===== src/inc/fppc_pkg.sv =====
// Constants, register map and state encoding for the phrase program sequencer
package fppc_pkg;

  // Register port geometry
  localparam int FPPC_ADDR_W = 8;
  localparam int FPPC_DATA_W = 16;

  // Register offsets
  localparam logic [7:0] OFF_STATUS = 8'h00; // Flash status register
  localparam logic [7:0] OFF_INDEX = 8'h01; // Command buffer index
  localparam logic [7:0] OFF_DATA = 8'h02; // Parameter slot at the index
  localparam logic [7:0] OFF_MODE = 8'h03; // Operating mode permissions
  localparam logic [7:0] OFF_PROT = 8'h04; // Protection boundary

  // Flash status register field positions
  localparam int FLD_DONE = 7;
  localparam int FLD_ACC_ERR = 5;
  localparam int FLD_PROT_VIOL = 4;
  localparam int ST_MGS1 = 1;
  localparam int ST_MGS0 = 0;

  // Mode register field positions
  localparam int MODE_PROG_OK = 0;
  localparam int MODE_ONCE_OK = 1;

  // Protection register field positions
  localparam int PROT_EN = 8;

  // Reset values
  localparam logic [1:0] MODE_RST = 2'h3;
  localparam logic [8:0] PROT_RST = 9'h000;
  localparam logic [2:0] INDEX_RST = 3'h0;
  localparam logic [15:0] SLOT_RST = 16'h0000;

  // Command codes and launch-time field values
  localparam logic [7:0] CMD_PROG = 8'h06;
  localparam logic [7:0] CMD_ONCE = 8'h07;
  localparam logic [2:0] IDX_FULL = 3'h5;
  localparam logic [2:0] PHRASE_ALIGN = 3'h0;
  localparam logic [15:0] ONCE_IDX_LAST = 16'h0007;

  // Program flash window in the global map
  localparam logic [23:0] PFLASH_LO = 24'hFC_0000;
  localparam logic [23:0] PFLASH_HI = 24'hFF_FFFF;

  // Write-once field base inside the information area
  localparam logic [23:0] ONCE_BASE = 24'h00_0000;

  // Erased phrase content
  localparam logic [63:0] ERASED = 64'hFFFF_FFFF_FFFF_FFFF;

  // Sequencer states, one-hot
  typedef enum logic [5:0] {
    ST_IDLE = 6'b00_0001,
    ST_CHECK = 6'b00_0010,
    ST_BLANK = 6'b00_0100,
    ST_PROG = 6'b00_1000,
    ST_VERIFY = 6'b01_0000,
    ST_DONE = 6'b10_0000
  } fppc_state_type;

endpackage : fppc_pkg


===== src/logic/fppc_sequencer.sv =====
// Phrase program and write-once command sequencer with register port
//
// Functional notes
// - Code 0x06 plus address bits 23-16
// - Misaligned phrase address sets access error
// - Launch programs, reads back, sets complete
// - Index other than 101 sets access error
// - Command not allowed in mode: access error
// - Address outside program flash: access error
// - Protected address sets violation, no program
// - Any verify error sets upper status
// - Non-correctable verify error sets lower status
// - Code 0x07, phrase index 0-7, words
// - Write-once: blank check, program, verify
// - Phrase index out of range: access error
// - Already programmed write-once phrase refused
// - Array reads invalid during write-once
// - Write-once field is 64 bytes, 8 phrases
// - All-ones phrase may be written again
//
// Implementation choices: the strobed register port and the placing of the registers.
`timescale 1ns/100ps
module fppc_sequencer
  import fppc_pkg::*;
(
  input wire logic i_clk_sys,
  input wire logic i_rst,
  input wire logic [7:0] i_addr,
  input wire logic [15:0] i_wdata,
  input wire logic i_wr,
  input wire logic i_rd,
  output logic [15:0] o_rdata,
  output logic o_nvm_req,
  output logic o_nvm_write,
  output logic o_nvm_info,
  output logic [23:0] o_nvm_addr,
  output logic [63:0] o_nvm_wdata,
  input wire logic i_nvm_ack,
  input wire logic [63:0] i_nvm_rdata,
  input wire logic i_nvm_err_corr,
  input wire logic i_nvm_err_uncorr,
  output logic o_pflash_read_block,
  output logic o_busy
);

  fppc_state_type state_r; // Sequencer state
  fppc_state_type state_nxt; // Next sequencer state
  logic [15:0] slot_r [0:5]; // Command parameter buffer
  logic [2:0] index_r; // Command buffer index
  logic [1:0] mode_r; // Mode permissions
  logic [8:0] prot_r; // Protection boundary and enable
  logic done_flag_r; // Command complete flag
  logic acc_err_r; // Access error flag
  logic prot_viol_r; // Protection violation flag
  logic mgs1_r; // Upper verify status
  logic mgs0_r; // Lower verify status
  logic [15:0] rdata_r; // Read data register
  logic [23:0] nvm_addr_r; // Latched target address
  logic [63:0] nvm_wdata_r; // Latched phrase data
  logic nvm_info_r; // Target is the information area
  logic once_r; // Running command is write-once
  logic chk_acc_err; // Launch check access error
  logic chk_prot_viol; // Launch check protection violation
  logic wr_status; // Write to the status register
  logic launch; // Software cleared the complete flag
  logic set_acc_err; // Hardware sets access error
  logic set_prot_viol; // Hardware sets protection violation
  logic set_mgs1; // Hardware sets upper verify status
  logic set_mgs0; // Hardware sets lower verify status
  logic phrase_bad; // Read-back differs from latched data
  logic [23:0] cmd_addr; // Address assembled from the slots

  assign wr_status = i_wr && (i_addr == OFF_STATUS);
  // Writing one to the complete bit clears it and launches
  assign launch = wr_status && i_wdata[FLD_DONE] && done_flag_r;
  assign cmd_addr = {slot_r[0][7:0], slot_r[1]};
  assign phrase_bad = (i_nvm_rdata != nvm_wdata_r);

  // Checks run on the buffer as it stands in the check cycle
  fppc_launch_check u_check (
    .i_cmd(slot_r[0][15:8]),
    .i_index(index_r),
    .i_mode(mode_r),
    .i_addr(cmd_addr),
    .i_once_idx(slot_r[1]),
    .i_prot(prot_r),
    .o_acc_err(chk_acc_err),
    .o_prot_viol(chk_prot_viol)
  );

  // Next state
  always_comb begin
    state_nxt = state_r;
    case (state_r)
      ST_IDLE: begin
        if (launch) begin
          state_nxt = ST_CHECK;
        end
      end
      ST_CHECK: begin
        if (chk_acc_err || chk_prot_viol) begin
          state_nxt = ST_DONE;
        end else if (slot_r[0][15:8] == CMD_ONCE) begin
          state_nxt = ST_BLANK;
        end else begin
          state_nxt = ST_PROG;
        end
      end
      ST_BLANK: begin
        if (i_nvm_ack) begin
          // Only an all-ones phrase counts as blank
          if (i_nvm_rdata == ERASED) begin
            state_nxt = ST_PROG;
          end else begin
            state_nxt = ST_DONE;
          end
        end
      end
      ST_PROG: begin
        if (i_nvm_ack) begin
          state_nxt = ST_VERIFY;
        end
      end
      ST_VERIFY: begin
        if (i_nvm_ack) begin
          state_nxt = ST_DONE;
        end
      end
      ST_DONE: begin
        state_nxt = ST_IDLE;
      end
      default: begin
        state_nxt = ST_IDLE;
      end
    endcase
  end

  // State register
  always_ff @(posedge i_clk_sys or posedge i_rst) begin
    if (i_rst) begin
      state_r <= ST_IDLE;
    end else begin
      state_r <= state_nxt;
    end
  end

  // Hardware set terms for the status flags
  always_comb begin
    set_acc_err = 1'b0;
    set_prot_viol = 1'b0;
    set_mgs1 = 1'b0;
    set_mgs0 = 1'b0;
    if (state_r == ST_CHECK) begin
      set_acc_err = chk_acc_err;
      set_prot_viol = chk_prot_viol && !chk_acc_err;
    end
    if (state_r == ST_BLANK && i_nvm_ack && i_nvm_rdata != ERASED) begin
      set_acc_err = 1'b1;
    end
    if (state_r == ST_VERIFY && i_nvm_ack) begin
      // Miscompare is treated as non-correctable
      set_mgs1 = i_nvm_err_corr || i_nvm_err_uncorr || phrase_bad;
      set_mgs0 = i_nvm_err_uncorr || phrase_bad;
    end
  end

  // Command complete flag: low from launch until the sequence ends
  always_ff @(posedge i_clk_sys or posedge i_rst) begin
    if (i_rst) begin
      done_flag_r <= 1'b1;
    end else if (launch) begin
      done_flag_r <= 1'b0;
    end else if (state_r == ST_DONE) begin
      done_flag_r <= 1'b1;
    end
  end

  // Error flags: write one clears, a hardware set wins
  always_ff @(posedge i_clk_sys or posedge i_rst) begin
    if (i_rst) begin
      acc_err_r <= 1'b0;
      prot_viol_r <= 1'b0;
    end else begin
      acc_err_r <= set_acc_err ||
                   (acc_err_r && !(wr_status && i_wdata[FLD_ACC_ERR]));
      prot_viol_r <= set_prot_viol ||
                     (prot_viol_r && !(wr_status && i_wdata[FLD_PROT_VIOL]));
    end
  end

  // Verify status: cleared at launch, set by read-back errors
  always_ff @(posedge i_clk_sys or posedge i_rst) begin
    if (i_rst) begin
      mgs1_r <= 1'b0;
      mgs0_r <= 1'b0;
    end else if (launch) begin
      mgs1_r <= 1'b0;
      mgs0_r <= 1'b0;
    end else begin
      mgs1_r <= mgs1_r || set_mgs1;
      mgs0_r <= mgs0_r || set_mgs0;
    end
  end

  // Buffer index and parameter slots; locked while a command runs
  always_ff @(posedge i_clk_sys or posedge i_rst) begin
    if (i_rst) begin
      index_r <= INDEX_RST;
      for (int i = 0; i < 6; i++) begin
        slot_r[i] <= SLOT_RST;
      end
    end else if (done_flag_r && i_wr) begin
      if (i_addr == OFF_INDEX) begin
        index_r <= i_wdata[2:0];
      end
      // Indices 6 and 7 have no slot, writes there are dropped
      if (i_addr == OFF_DATA && index_r <= IDX_FULL) begin
        slot_r[index_r] <= i_wdata;
      end
    end
  end

  // Mode permissions and protection boundary
  always_ff @(posedge i_clk_sys or posedge i_rst) begin
    if (i_rst) begin
      mode_r <= MODE_RST;
      prot_r <= PROT_RST;
    end else if (done_flag_r && i_wr) begin
      if (i_addr == OFF_MODE) begin
        mode_r <= i_wdata[1:0];
      end
      if (i_addr == OFF_PROT) begin
        prot_r <= i_wdata[8:0];
      end
    end
  end

  // Target latch taken in the check cycle, whether or not the checks pass
  always_ff @(posedge i_clk_sys or posedge i_rst) begin
    if (i_rst) begin
      nvm_addr_r <= 24'h00_0000;
      nvm_wdata_r <= 64'h0000_0000_0000_0000;
      nvm_info_r <= 1'b0;
      once_r <= 1'b0;
    end else if (state_r == ST_CHECK) begin
      once_r <= (slot_r[0][15:8] == CMD_ONCE);
      nvm_info_r <= (slot_r[0][15:8] == CMD_ONCE);
      nvm_wdata_r <= {slot_r[2], slot_r[3], slot_r[4], slot_r[5]};
      if (slot_r[0][15:8] == CMD_ONCE) begin
        // Eight phrases of eight bytes in the information area
        nvm_addr_r <= ONCE_BASE + {18'h0_0000, slot_r[1][2:0], 3'h0};
      end else begin
        nvm_addr_r <= cmd_addr;
      end
    end else if (state_r == ST_DONE) begin
      once_r <= 1'b0;
    end
  end

  // Array request held until the array acknowledges
  assign o_nvm_req = (state_r == ST_BLANK) || (state_r == ST_PROG) ||
                     (state_r == ST_VERIFY);
  assign o_nvm_write = (state_r == ST_PROG);
  assign o_nvm_info = nvm_info_r;
  assign o_nvm_addr = nvm_addr_r;
  assign o_nvm_wdata = nvm_wdata_r;

  // Array reads return invalid data while write-once runs
  assign o_pflash_read_block = once_r;
  assign o_busy = !done_flag_r;

  // Read data, valid only in the cycle after the strobe
  always_ff @(posedge i_clk_sys or posedge i_rst) begin
    if (i_rst) begin
      rdata_r <= 16'h0000;
    end else if (i_rd) begin
      case (i_addr)
        OFF_STATUS: begin
          rdata_r <= 16'h0000;
          rdata_r[FLD_DONE] <= done_flag_r;
          rdata_r[FLD_ACC_ERR] <= acc_err_r;
          rdata_r[FLD_PROT_VIOL] <= prot_viol_r;
          rdata_r[ST_MGS1] <= mgs1_r;
          rdata_r[ST_MGS0] <= mgs0_r;
        end
        OFF_INDEX: begin
          rdata_r <= {13'h0000, index_r};
        end
        OFF_DATA: begin
          rdata_r <= (index_r <= IDX_FULL) ? slot_r[index_r] : 16'h0000;
        end
        OFF_MODE: begin
          rdata_r <= {14'h0000, mode_r};
        end
        OFF_PROT: begin
          rdata_r <= {7'h00, prot_r};
        end
        default: begin
          rdata_r <= 16'h0000; // Unmapped reads as zero
        end
      endcase
    end else begin
      rdata_r <= 16'h0000;
    end
  end

  assign o_rdata = rdata_r;

endmodule : fppc_sequencer


===== src/logic/fppc_launch_check.sv =====
// Launch-time checks of the buffered command
`timescale 1ns/100ps
module fppc_launch_check
  import fppc_pkg::*;
(
  input wire logic [7:0] i_cmd,
  input wire logic [2:0] i_index,
  input wire logic [1:0] i_mode,
  input wire logic [23:0] i_addr,
  input wire logic [15:0] i_once_idx,
  input wire logic [8:0] i_prot,
  output logic o_acc_err,
  output logic o_prot_viol
);

  // True when the global address lies in program flash
  function automatic logic in_pflash(input logic [23:0] a);
    in_pflash = (a >= PFLASH_LO) && (a <= PFLASH_HI);
  endfunction : in_pflash

  // True when protection is enabled and address bits 17 to 10 sit at or above the boundary
  function automatic logic is_protected(input logic [23:0] a,
                                        input logic [8:0] p);
    is_protected = p[PROT_EN] && (a[17:10] >= p[7:0]);
  endfunction : is_protected

  logic is_prog; // Program-phrase command
  logic is_once; // Write-once command

  assign is_prog = (i_cmd == CMD_PROG);
  assign is_once = (i_cmd == CMD_ONCE);

  // Access errors; unknown codes are refused here too
  always_comb begin
    o_acc_err = 1'b0;
    if (!is_prog && !is_once) begin
      o_acc_err = 1'b1;
    end else if (i_index != IDX_FULL) begin
      o_acc_err = 1'b1;
    end else if (is_prog) begin
      if (!i_mode[MODE_PROG_OK]) begin
        o_acc_err = 1'b1;
      end
      if (!in_pflash(i_addr)) begin
        o_acc_err = 1'b1;
      end
      if (i_addr[2:0] != PHRASE_ALIGN) begin
        o_acc_err = 1'b1;
      end
    end else begin
      if (!i_mode[MODE_ONCE_OK]) begin
        o_acc_err = 1'b1;
      end
      if (i_once_idx > ONCE_IDX_LAST) begin
        o_acc_err = 1'b1;
      end
    end
  end

  // Protection only applies to the program-phrase command
  assign o_prot_viol = is_prog && is_protected(i_addr, i_prot);

endmodule : fppc_launch_check


===== config.mk =====
export PLATFORM = sky130hd
export DESIGN_NAME = fppc_sequencer
export DESIGN_NICKNAME = d
export VERILOG_FILES = /design/src/inc/fppc_pkg.sv /design/src/logic/fppc_sequencer.sv /design/src/logic/fppc_launch_check.sv
export SDC_FILE = /design/constraint.sdc
export NUM_CORES = 1
export LEC_CHECK = 0
export ABC_AREA = 1
export BUFFER_PORTS_ARGS = -buffer_cell sky130_fd_sc_hd__buf_2
export CORE_MARGIN = 10
export CORE_UTILIZATION = 55
export DETAILED_ROUTE_END_ITERATION = 10
export GPL_ROUTABILITY_DRIVEN = 0
export GPL_TIMING_DRIVEN = 0
export PLACE_DENSITY = 0.79
export SYNTH_ARGS = -nofsm -noshare
export SYNTH_HDL_FRONTEND = slang
export SYNTH_HIERARCHICAL = 1
export SYNTH_SLANG_ARGS = --single-unit

===== constraint.sdc =====
create_clock -name i_clk_sys -period 21.3 [get_ports i_clk_sys]
set_input_delay 3.195 -clock i_clk_sys [delete_from_list [all_inputs] [get_ports i_clk_sys]]
set_output_delay 3.195 -clock i_clk_sys [all_outputs]
set_load 0.05 [all_outputs]

; ---- Word-level counts from Yosys, hierarchy flattened
; Index checks and enable logic that the tools add are counted.
[word_totals]
ff_bits = 227
out_inout_bits = 109
[op_classes]
order_cmp = 7
eq_ne = 20
mux = 37
bitwise = 1
reduce_logical = 43
[op_table]
columns = operator, count
row1 = 96-bit bitwise mux, 1
row2 = 16-bit two-way mux, 5
row3 = 16-bit case mux with 5 select lines, 1
row4 = 64-bit equality test (second input constant), 1
row5 = 64-bit inequality test, 1
row6 = 64-bit inequality test (second input constant), 1
row7 = 16-bit binary-select mux with 3-bit select, 1
row8 = 16-bit demux with 3-bit select, 1
row9 = 6-bit two-way mux, 6
row10 = 6-bit case mux with 5 select lines, 1
row11 = 8-bit by 3-bit equality test with 1-bit output (second input constant), 3
row12 = 24-bit >= comparator (second input constant), 1
row13 = 24-bit less-or-equal comparator (second input constant), 1
row14 = 24-bit two-way mux, 1
row15 = 1-bit two-way mux, 19
row16 = 1-bit logical AND, 18
row17 = 8-bit by 2-bit equality test with 1-bit output (second input constant), 2
row18 = 16-bit by 3-bit greater-than comparator with 1-bit output (second input constant), 1
row19 = 1-bit logical OR, 10
row20 = 8-bit by 1-bit equality test with 1-bit output (second input constant), 1
row21 = 8-bit >= comparator, 1
row22 = 8-bit logical NOT, 1
row23 = 2-bit AND reduction, 4
row24 = 6-bit by 1-bit equality test with 1-bit output (second input constant), 1
row25 = 17 further kinds, 25

; ---- Logic depth before layout (Yosys ltp)
; Gate-level depths: netlist of run 1.
[depth]
depth_word = 11
ltp_mapped = 16
mapped_depth_nobuf = 16

; ---- Hierarchy
; The synthesis of run 1 kept the hierarchy.
[by_module_without_submodules]
columns = mod, n_inst, cells_per_inst, area_per_inst_um2
row1 = fppc_sequencer, 1, 1322, 10500.1
row2 = fppc_launch_check, 1, 64, 347.8

; ---- Least setup slack after synthesis of run 1
; OpenSTA, ideal clock, no wires.
[synth_path]
kind = input to register
startpoint = in i_addr[2]
endpoint = reg slot_r[89] in the netlist's numbering
arrival_time_ns = 4.451
required_time_ns = 21.168
path_slack_ns = 16.718
stages = 8
path_cell_list = or2_1 > nor2_4 > inv_2 > nor4_4 > nand3_1 > clkbuf_1 > nand2_1 > o21ai_0
[synth_via]
elab_chain_cells = 3
[synth_lines]
columns = item, line_no
row1 = from (decl), fppc_sequencer.sv:28  ; input wire logic [7:0] i_addr,
row2 = 8-bit by 2-bit equality test with 1-bit output, fppc_sequencer.sv:217  ; if (i_addr == OFF_DATA && index_r <= IDX_FULL) begin
row3 = 1-bit logical AND, fppc_sequencer.sv:217
row4 = 2-bit AND reduction (no source line), --
row5 = "to (signal, indexed assignment)", fppc_sequencer.sv:218  ; slot_r[index_r] <= i_wdata;
row6 = to (decl), fppc_sequencer.sv:48  ; logic [15:0] slot_r [0:5];
; No other way between the ends.
; A chain may end at the register's enable or synchronous reset.

; ---- Worst setup path in the final report of run 1
[layout_path]
startpoint = in i_addr[2]
endpoint = reg rdata_r[9], in the netlist o_rdata[9]
[layout_via]
elab_chain_cells = 3
[layout_lines]
columns = item, line_no
row1 = 8-bit by 3-bit equality test with 1-bit output (tied with other cells), fppc_sequencer.sv:277  ; case (i_addr)
row2 = 16-bit case mux with 5 select lines (*), fppc_sequencer.sv:277
row3 = 16-bit two-way mux (*), fppc_sequencer.sv:276  ; end else if (i_rd) begin
row4 = "to (signal, indexed assignment)", fppc_sequencer.sv:280  ; rdata_r[FLD_DONE] <= done_flag_r;
row5 = "to (signal, indexed assignment)", fppc_sequencer.sv:281  ; rdata_r[FLD_ACC_ERR] <= acc_err_r;
row6 = "to (signal, indexed assignment)", fppc_sequencer.sv:282  ; rdata_r[FLD_PROT_VIOL] <= prot_viol_r;
row7 = to (decl), fppc_sequencer.sv:57  ; logic [15:0] rdata_r;
; Every way passes the cells marked *; elsewhere a longest branch is shown, timed or not.

==> results of run 1 <==
metal layers:
layer  part of all wire  up-vias
met1               0.38     5114
met4              0.044        0
met2               0.45      770
li1                   -     4949
met5                  0        -
met3               0.13      129
critical path, stage by stage:
cell and delay [ns]:
buf_2 0.11, or2_1 0.27, nor2_4 0.19, inv_2 0.08, nor3_4 0.30, nand2_1 0.32
a2111oi_0 0.97
placed cells by master, fill, tap and decap left out, drive strengths merged, types with 7 or more instances in the layout:
cell / count
nand2: 431
nor3: 11
xnor2: 9
clkbuf: 70
inv: 178
o21ai: 241
dfrtp: 223
ha: 8
buf: 217
a21oi: 26
o22ai: 31
a2111oi: 7
nand3: 22
clkinv: 9
nand4: 28
nor2: 93
layout make-up:
cell class              count  area (um^2)
well taps                 265          332
inverters                 178          676
multi-input cells         931         4290
clock inverters            11          113
fillers                  1604         6400
clock buffers              33          716
repair buffers            204         1040
plain buffers              50          204
flip-flops and latches    227         5690
sequential cells by signal, indices dropped and copies added (netlist names):
name                 flops
prot_viol_r              1
mgs1_r                   1
prot_r                   9
o_rdata                 16
o_nvm_wdata             64
acc_err_r                1
index_r                  3
slot_r                  72
o_nvm_info               1
o_nvm_addr              24
mgs0_r                   1
cmd_addr                24
state_r                  6
o_pflash_read_block      1
done_flag_r              1
mode_r                   2
how the worst min path moves through the flow:
stage	from	to	slack (ns)	cells after the start
global route	o_nvm_info$_DFFE_PP0N_	o_nvm_info$_DFFE_PP0N_	0.51	2
global placement	o_nvm_info$_DFFE_PP0N_	o_nvm_info$_DFFE_PP0N_	0.46	2
CTS	o_nvm_info$_DFFE_PP0N_	o_nvm_info$_DFFE_PP0N_	0.48	2
floorplan	slot_r[20]$_DFFE_PP0P_	slot_r[20]$_DFFE_PP0P_	0.45	2
detailed placement	o_nvm_info$_DFFE_PP0N_	o_nvm_info$_DFFE_PP0N_	0.47	2
finish	o_nvm_addr[21]$_DFFE_PP0N_	o_nvm_addr[21]$_DFFE_PP0N_	0.48	2
cell families (layout without fill, tap and decap cells):
kind of cell,after synthesis,count (layout),synth area share
AOI/OAI and AO/OA,318,318,0.156
adders and majority gates,8,8,0.00923
and+or+nand+nor,595,595,0.222
buffers and inverters,228,476,0.0804
xor gates and xnor gates,10,10,0.00807
DFF,227,227,0.524
power breakdown:
| part | switching [mW] | internal, mW | total, mW |
|---|---|---|---|
| Sequential | 0.000233 | 0.431 | 0.432 |
| Combinational | 0.0283 | 0.0116 | 0.0398 |
| Clock | 0.177 | 0.260 | 0.436 |
through the flow:
step,std cells,util
5_1_grt,1899,0.671
3_5_place_dp,1855,0.628
4_1_cts,1899,0.671
2_1_floorplan,1386,-
3_3_place_gp,1854,0.627
6_report,1899,0.671
==> flow_summary.json, run 1 <==
{
  "reg2reg_depth": 6,
  "endpoint": "o_rdata[9]$_DFF_PP0_",
  "synth.area.top_cells": "dfrtp_1, nand2_1, o21ai_0",
  "fmax_mhz": 195,
  "cts_hold_buf": 0,
  "arrival_ns": 5.44,
  "power.total_uw": 908,
  "grt_max_degree": 132,
  "cp-end-kind": "flip-flop",
  "synth_warnings": 6,
  "synth_cell_types": 37,
  "preCtsSetupSlack_ns": 15.81,
  "diodes": 0,
  "vias": 10962,
  "synth_edf_count": 0,
  "setup_ws_ns": 16.16,
  "min_path_type": "reg -> reg",
  "drc_errors": 0,
  "placedInstanceArea_um2": 12200,
  "synth_seq_cells": 227,
  "htreeDepth": 1,
  "gr-usage-met2": 0.459,
  "grt_pass1_vias": 10421,
  "peakVddDrop_mv": 0.0637,
  "synthTopCellsByCount": "nand2_1, o21ai_0, dfrtp_1",
  "dp_hpwl_um": 29200,
  "worstMarginPinSlew_ns": 1.14,
  "yosysMostFrequentCell": "nand2_1",
  "cts_sinks": 227,
  "drt_iter0_markers": 1829,
  "grt_use_total": 0.294,
  "cts_buffers": 24,
  "grt_setup_unrepaired": "no",
  "antenna_found_initial": 0,
  "grt_first_pass_wirelength_um": 60200,
  "cts-root-buf": "clkbuf_16",
  "cts_buffer_depth": 3,
  "routed_wl_um": 39400,
  "use_met1": 0.388,
  "maxSlewViolCount": 0,
  "use_met3": 0.0723,
  "yosysSeqAreaShare": 0.524,
  "ioPinCount": 204,
  "synth_top_area_frac": 0.514,
  "avgRoutedWirePerCell_um": 20.8,
  "reg2reg_from": "state_r[5]$_DFFE_PP0P_",
  "relSlewSlack": 0.222,
  "start_util": 0.557,
  "design_area_um2": 13100,
  "critPathKind": "in -> reg",
  "cp-start-kind": "input port",
  "syn_avg_cell_area_um2": 7.83,
  "post_cts_buffers": 0,
  "skew_ns": 0.00793,
  "r2r_slack_ns": 18.46,
  "area_growth_pct": 20.4,
  "cp_max_fo": 9,
  "crit_start": "i_addr[2]",
  "drt_pre_antenna_iters": 6,
  "synth_fp_nets": 1489,
  "synth_ff_type": "dfrtp_1",
  "synth_area_um2": 10800,
  "insertion_delay_ns": 0.52,
  "leakagePower_nw": 6.68,
  "period_share": 0.241,
  "finalSetupTns_ns": 0,
  "critPathRequiredTime_ns": 21.60,
  "regToRegEndpoint": "o_nvm_wdata[0]$_DFFE_PP0N_",
  "setup_viol": 0,
  "floorplan.die_area_um2": 25700,
  "yosys.area.top_type": "dfrtp_1",
  "netlist_instances": 1386,
  "die_w_um": 160,
  "status": "completed",
  "async_flop_share": 1.00,
  "grt_overflow": 0,
  "cap_viol_max_count": 0,
  "dieHeight_um": 160,
  "cts.repair.resized": 0,
  "cts_tree": "done",
  "nets": 1719,
  "busiest_layer": "met2",
  "finalHoldViolations": 0,
  "core_um2": 19500,
  "p_per_area_nw_per_um2": 69.5,
  "io_buffers": 203,
  "fin_crit_ns": 5.14,
  "clk_pin_slew_worst_paths_ns": 0.06,
  "via_per_inst": 5.77,
  "holdWs_ns": 0.483,
  "drive_gt1_frac": 0.166,
  "drtAntennaViolNets": 0,
  "num_rows": 51
}
Power figures use the tool's default switching activity.
==> run 2, diff against run 1 <==
CORE_UTILIZATION = 50   (was 55)
PLACE_DENSITY = 0.76   (was 0.79)
clock period = 4.4 ns   (was 21.3 ns; I/O delays follow)
==> run 2 against run 1 <==
- sequential share of layout area is 0.36 points lower
- clock skew hardly changed
- via count is 0.43% higher
- register-to-register slack worse by 17 ns
- total power grew to 4.9 times the previous value
- count of clock-buffer cells in the layout is 2 lower
- worst hold slack worse by 0.26 ns
- highest routed layer unchanged
==> flow_summary.json, run 2 (synthesis results as in run 1) <==
{
  "maxSlewViolCount": 0,
  "floorplan.die_area_um2": 28000,
  "die_w_um": 167,
  "regToRegEndpoint": "o_nvm_addr[7]$_DFFE_PP0N_",
  "grt_max_degree": 44,
  "fill_cells": 1823,
  "cts_buffer_depth": 3,
  "preCtsSetupSlack_ns": 1.57,
  "diodes": 0,
  "setup_ws_ns": 1.85,
  "grt_overflow": 0,
  "cts-root-buf": "clkbuf_16",
  "crit_family": "simple AND/OR/NAND/NOR gates",
  "dieHeight_um": 167,
  "avgRoutedWirePerCell_um": 20.6,
  "critPathRequiredTime_ns": 4.79,
  "final_cell_mix": "nand2_1, o21ai_0, dfrtp_1",
  "vias": 11009,
  "dp_hpwl_um": 30200,
  "skew_ns": 0.00818,
  "cp_max_fo": 10,
  "critPathMaxStageDelay_ns": 0.94,
  "drive_gt1_frac": 0.168,
  "grt_first_pass_wirelength_um": 60900,
  "grt_pass1_vias": 10629,
  "finalHoldViolations": 0,
  "worstMarginPinSlew_ns": 1.23,
  "p_per_area_nw_per_um2": 340,
  "cts.repair.resized": 0,
  "drtAntennaViolNets": 0,
  "ioPinCount": 204,
  "drt_pre_antenna_iters": 6,
  "largest-register": "slot_r",
  "holdWs_ns": 0.227,
  "relSlewSlack": 0.170,
  "nets": 1723,
  "core_um2": 21200,
  "min_path_type": "in -> async",
  "num_rows": 53,
  "htreeDepth": 1,
  "drc_errors": 0,
  "reg2reg_from": "slot_r[95]$_DFFE_PP0P_",
  "cp-start-kind": "flip-flop",
  "largest_reg_flops": 72,
  "period_share": 0.580,
  "cts_hold_buf": 0,
  "cts_buffers": 24,
  "place_inst": 1869,
  "setup_viol": 0,
  "status": "completed",
  "fmax_mhz": 392,
  "final_cells": 1912,
  "cap_viol_max_count": 0,
  "layout.cells.most_common": "nand2_1",
  "io_buffers": 203,
  "clk_pin_slew_worst_paths_ns": 0.06,
  "cp_cell_sequence": "nor2_1 -> nand3_1 -> nor3_1 -> inv_1 -> nor2_1 -> inv_1 -> o21ai_0 -> a21oi_1",
  "cp_slowest_cell": "nor3_1",
  "routed_wl_um": 39400,
  "r2r_slack_ns": 1.85,
  "finalSetupTns_ns": 0,
  "insertion_delay_ns": 0.52,
  "critPathKind": "reg -> reg",
  "antenna_found_initial": 0,
  "reg2reg_depth": 8,
  "peakVddDrop_mv": 0.329,
  "post_cts_buffers": 0,
  "start_util": 0.513,
  "cp-end-kind": "flip-flop",
  "cts_tree": "done",
  "arrival_ns": 2.94,
  "cts_sinks": 227,
  "grt_setup_unrepaired": "no",
  "drt_iter0_markers": 1412,
  "grt_use_total": 0.272,
  "worst-path-buf-inv": 2,
  "leakagePower_nw": 6.70,
  "via_per_inst": 5.76,
  "fin_crit_ns": 2.55,
  "area_growth_pct": 21.4
}
-- run 2: changes by cell type in the layout (fill, tap and decap cells not counted) --
cell        before  now
inv_6            1    0
buf_12           0    5
bufinv_16        2    4
clkinvlp_4       0    4
inv_8            1    0
clkinv_4         1    0
clkinv_2         7    5
buf_16           1    0
clkbuf_8         6    4
-- run 2: per-stage QoR --
step	utilization	instance area (um^2)	power [mW]
floorplan	-	10900	2.21
global placement	0.577	12200	2.31
detailed placement	0.582	12300	2.32
CTS	0.622	13200	4.47
global route	0.622	13200	4.59
finish	0.622	13200	4.47
-- run 2: metal layers --
layer,vias up,wire length (um),track usage
li1,4962,-,-
met1,5147,15300,0.353
met2,752,17400,0.423
met3,148,4700,0.0676
met4,0,2000,0.117
met5,-,0,0
-- run 2: power by group --
part           internal, mW  switching (mW)
clock network          1.34           0.848
logic                0.0623           0.137
registers              2.09         0.00143
total                  3.49           0.986
-- run 2: how the worst max path moves through the flow --
stage,startpoint,end,slack [ns],cells after the start
CTS,state_r[3]$_DFFE_PP0P_,o_nvm_req,1.87,6
detailed placement,i_addr[2],o_rdata[13]$_DFF_PP0_,1.57,7
floorplan,i_rst,acc_err_r$_DFF_PP0_,0.78,1
global placement,i_rst,o_nvm_wdata[49]$_DFFE_PP0N_,-0.50,2
global route,state_r[2]$_DFFE_PP0P_,o_nvm_req,1.69,6
finish,slot_r[95]$_DFFE_PP0P_,o_nvm_addr[7]$_DFFE_PP0N_,1.85,8
-- run 2: worst reg2reg max path, delay by kind of cell, from the launching register on --
kind	cells	cell delay [ns]
AND/OR/NAND/NOR	4	1.34
buffers and inverters	2	0.47
AO/OA/AOI/OAI	2	0.22
flip-flops	1	0.41
-- run 2: layout make-up --
class	instances	area, um^2	share of cell area
Timing Repair Buffer	208	1120	0.0848
Inverter	178	672	0.0510
Buffer	50	204	0.0155
Tap cell	275	344	0.0261
Clock inverter	12	168	0.0127
Sequential cell	227	5690	0.432
Multi-Input combinational cell	931	4290	0.326
Clock buffer	31	688	0.0523
==> run 3, diff against run 2 <==
clock period = 2.19 ns   (was 4.4 ns; I/O delays follow)
==> run 3 against run 2 <==
- combinational power up 100%
- highest routed layer is now met5
- clock skew up 0.0032 ns
- count of clock-buffer cells in the layout unchanged
- sequential share of layout area down 0.30 points
- worst hold slack worse by 0.19 ns
- largest power group unchanged
- via count up 0.90%
- fmax up 21%
- utilization up 0.44 points
- register-to-register slack worse by 1.8 ns
- wire length up 0.11%
- critical path depth down 4
==> flow_summary.json, run 3 (synthesis results as in run 1) <==
{
  "status": "completed",
  "peakVddDrop_mv": 0.656,
  "start_util": 0.513,
  "nets": 1726,
  "antenna_found_initial": 1,
  "cap_viol_max_count": 0,
  "grt_setup_unrepaired": "no",
  "cts_buffers": 24,
  "final_util": 0.627,
  "cts-root-buf": "clkbuf_16",
  "grt_use_total": 0.272,
  "clk_pin_slew_worst_paths_ns": 0.06,
  "cts_buffer_depth": 3,
  "placedInstanceArea_um2": 12300,
  "cp-end-kind": "flip-flop",
  "cts_tree": "done",
  "avgRoutedWirePerCell_um": 20.6,
  "cp-start-kind": "flip-flop",
  "whs_endpoint": "state_r[4]$_DFFE_PP0P_",
  "die_w_um": 167,
  "reg2reg_from": "index_r[0]$_DFFE_PP0P_",
  "regToRegEndpoint": "o_rdata[12]$_DFF_PP0_",
  "grt_max_degree": 44,
  "worstMarginPinSlew_ns": 0.738,
  "critPathRequiredTime_ns": 2.55,
  "ioPinCount": 204,
  "drive_gt1_frac": 0.177,
  "cp_max_fo": 10,
  "htreeDepth": 1,
  "grt_overflow": 0,
  "fmax_mhz": 473,
  "fin_crit_ns": 2.11,
  "leakagePower_nw": 6.72,
  "finalHoldViolations": 0,
  "design_area_um2": 13300,
  "io_buffers": 203,
  "floorplan.die_area_um2": 28000,
  "arrival_ns": 2.48,
  "drt_pre_antenna_iters": 6,
  "min_path_type": "in -> reg",
  "drt_iter0_markers": 1368,
  "area_growth_pct": 22.2,
  "place_inst": 1869,
  "grt_first_pass_wirelength_um": 60800,
  "num_rows": 53,
  "p_per_area_nw_per_um2": 678,
  "via_per_inst": 5.80,
  "grt_pass1_vias": 10639,
  "layout.cells.most_common": "nand2_1",
  "diodes": 0,
  "maxSlewViolCount": 0,
  "final_cells": 1915,
  "finalSetupTns_ns": 0,
  "setup_viol": 0,
  "routed_wl_um": 39500,
  "skew_ns": 0.0114,
  "period_share": 0.965,
  "largest-register": "slot_r",
  "drc_errors": 0,
  "r2r_slack_ns": 0.08,
  "vias": 11108,
  "core_um2": 21200,
  "relSlewSlack": 0.508,
  "insertion_delay_ns": 0.52,
  "reg2reg_depth": 4,
  "hold_start": "i_nvm_ack",
  "fill_cells": 1813,
  "drtAntennaViolNets": 0,
  "cts_sinks": 227,
  "final_cell_mix": "nand2_1, o21ai_0, dfrtp_1",
  "largest_reg_flops": 72,
  "hold_depth": 2,
  "dp_hpwl_um": 30200,
  "dieHeight_um": 167,
  "critPathKind": "reg -> reg"
}
## run 3: area by class of cell
| class | instances | area (um^2) | area share |
|---|---|---|---|
| multi-input cells | 931 | 4350 | 0.328 |
| plain buffers | 50 | 204 | 0.0154 |
| flip-flops and latches | 227 | 5690 | 0.429 |
| clock inverters | 12 | 168 | 0.0126 |
| repair buffers | 211 | 1140 | 0.0862 |
| inverters | 178 | 676 | 0.0510 |
| well taps | 275 | 344 | 0.0259 |
| clock buffers | 31 | 688 | 0.0519 |
## run 3: where the power goes
| part | switching (mW) | total (mW) | internal, mW |
|---|---|---|---|
| registers | 0.00295 | 4.20 | 4.20 |
| logic | 0.277 | 0.403 | 0.126 |
| clock network | 1.70 | 4.39 | 2.68 |
| total | 1.98 | 8.99 | 7.01 |
## run 3: how the worst max path moves through the flow
stage / endpoint / depth (start not counted) / startpoint
floorplan: acc_err_r$_DFF_PP0_ / 1 / i_rst
global placement: o_nvm_wdata[49]$_DFFE_PP0N_ / 2 / i_rst
detailed placement: o_rdata[13]$_DFF_PP0_ / 7 / i_addr[2]
CTS: o_rdata[11]$_DFF_PP0_ / 5 / index_r[0]$_DFFE_PP0P_
global route: o_rdata[13]$_DFF_PP0_ / 5 / index_r[0]$_DFFE_PP0P_
finish: o_rdata[12]$_DFF_PP0_ / 4 / index_r[0]$_DFFE_PP0P_
## run 3: repair_timing
item,4_1_cts,5_1_grt
hold buffers,1,0
hold endpoints to repair,26,0
gates cloned,0,0
pin swaps,1,2
setup endpoints to repair,47,70
setup buffers,1,1
resized for setup,8,13
## run 3: layer usage
layer / GRT usage / wire [um]
met5: 0 / 13
met4: 0.121 / 2060
met3: 0.0602 / 4380
met2: 0.423 / 17300
met1: 0.356 / 15700
## run 3: critical path, stage by stage (launching register included)
cell and delay (ns):
dfrtp_1 0.46, nand3_1 0.33, clkbuf_1 0.44, o22ai_1 0.18
a2111oi_1 0.54
## run 3: stage by stage
stage / hold slack (ns) / setup slack [ns] / total power, mW
floorplan: 0.438 / -1.10 / 4.45
global placement: 0.466 / -2.38 / 4.65
detailed placement: 0.449 / -0.307 / 4.67
CTS: 0.0402 / 0.00993 / 8.99
global route: 0.0541 / 0.00345 / 9.21
finish: 0.0418 / 0.0759 / 8.99
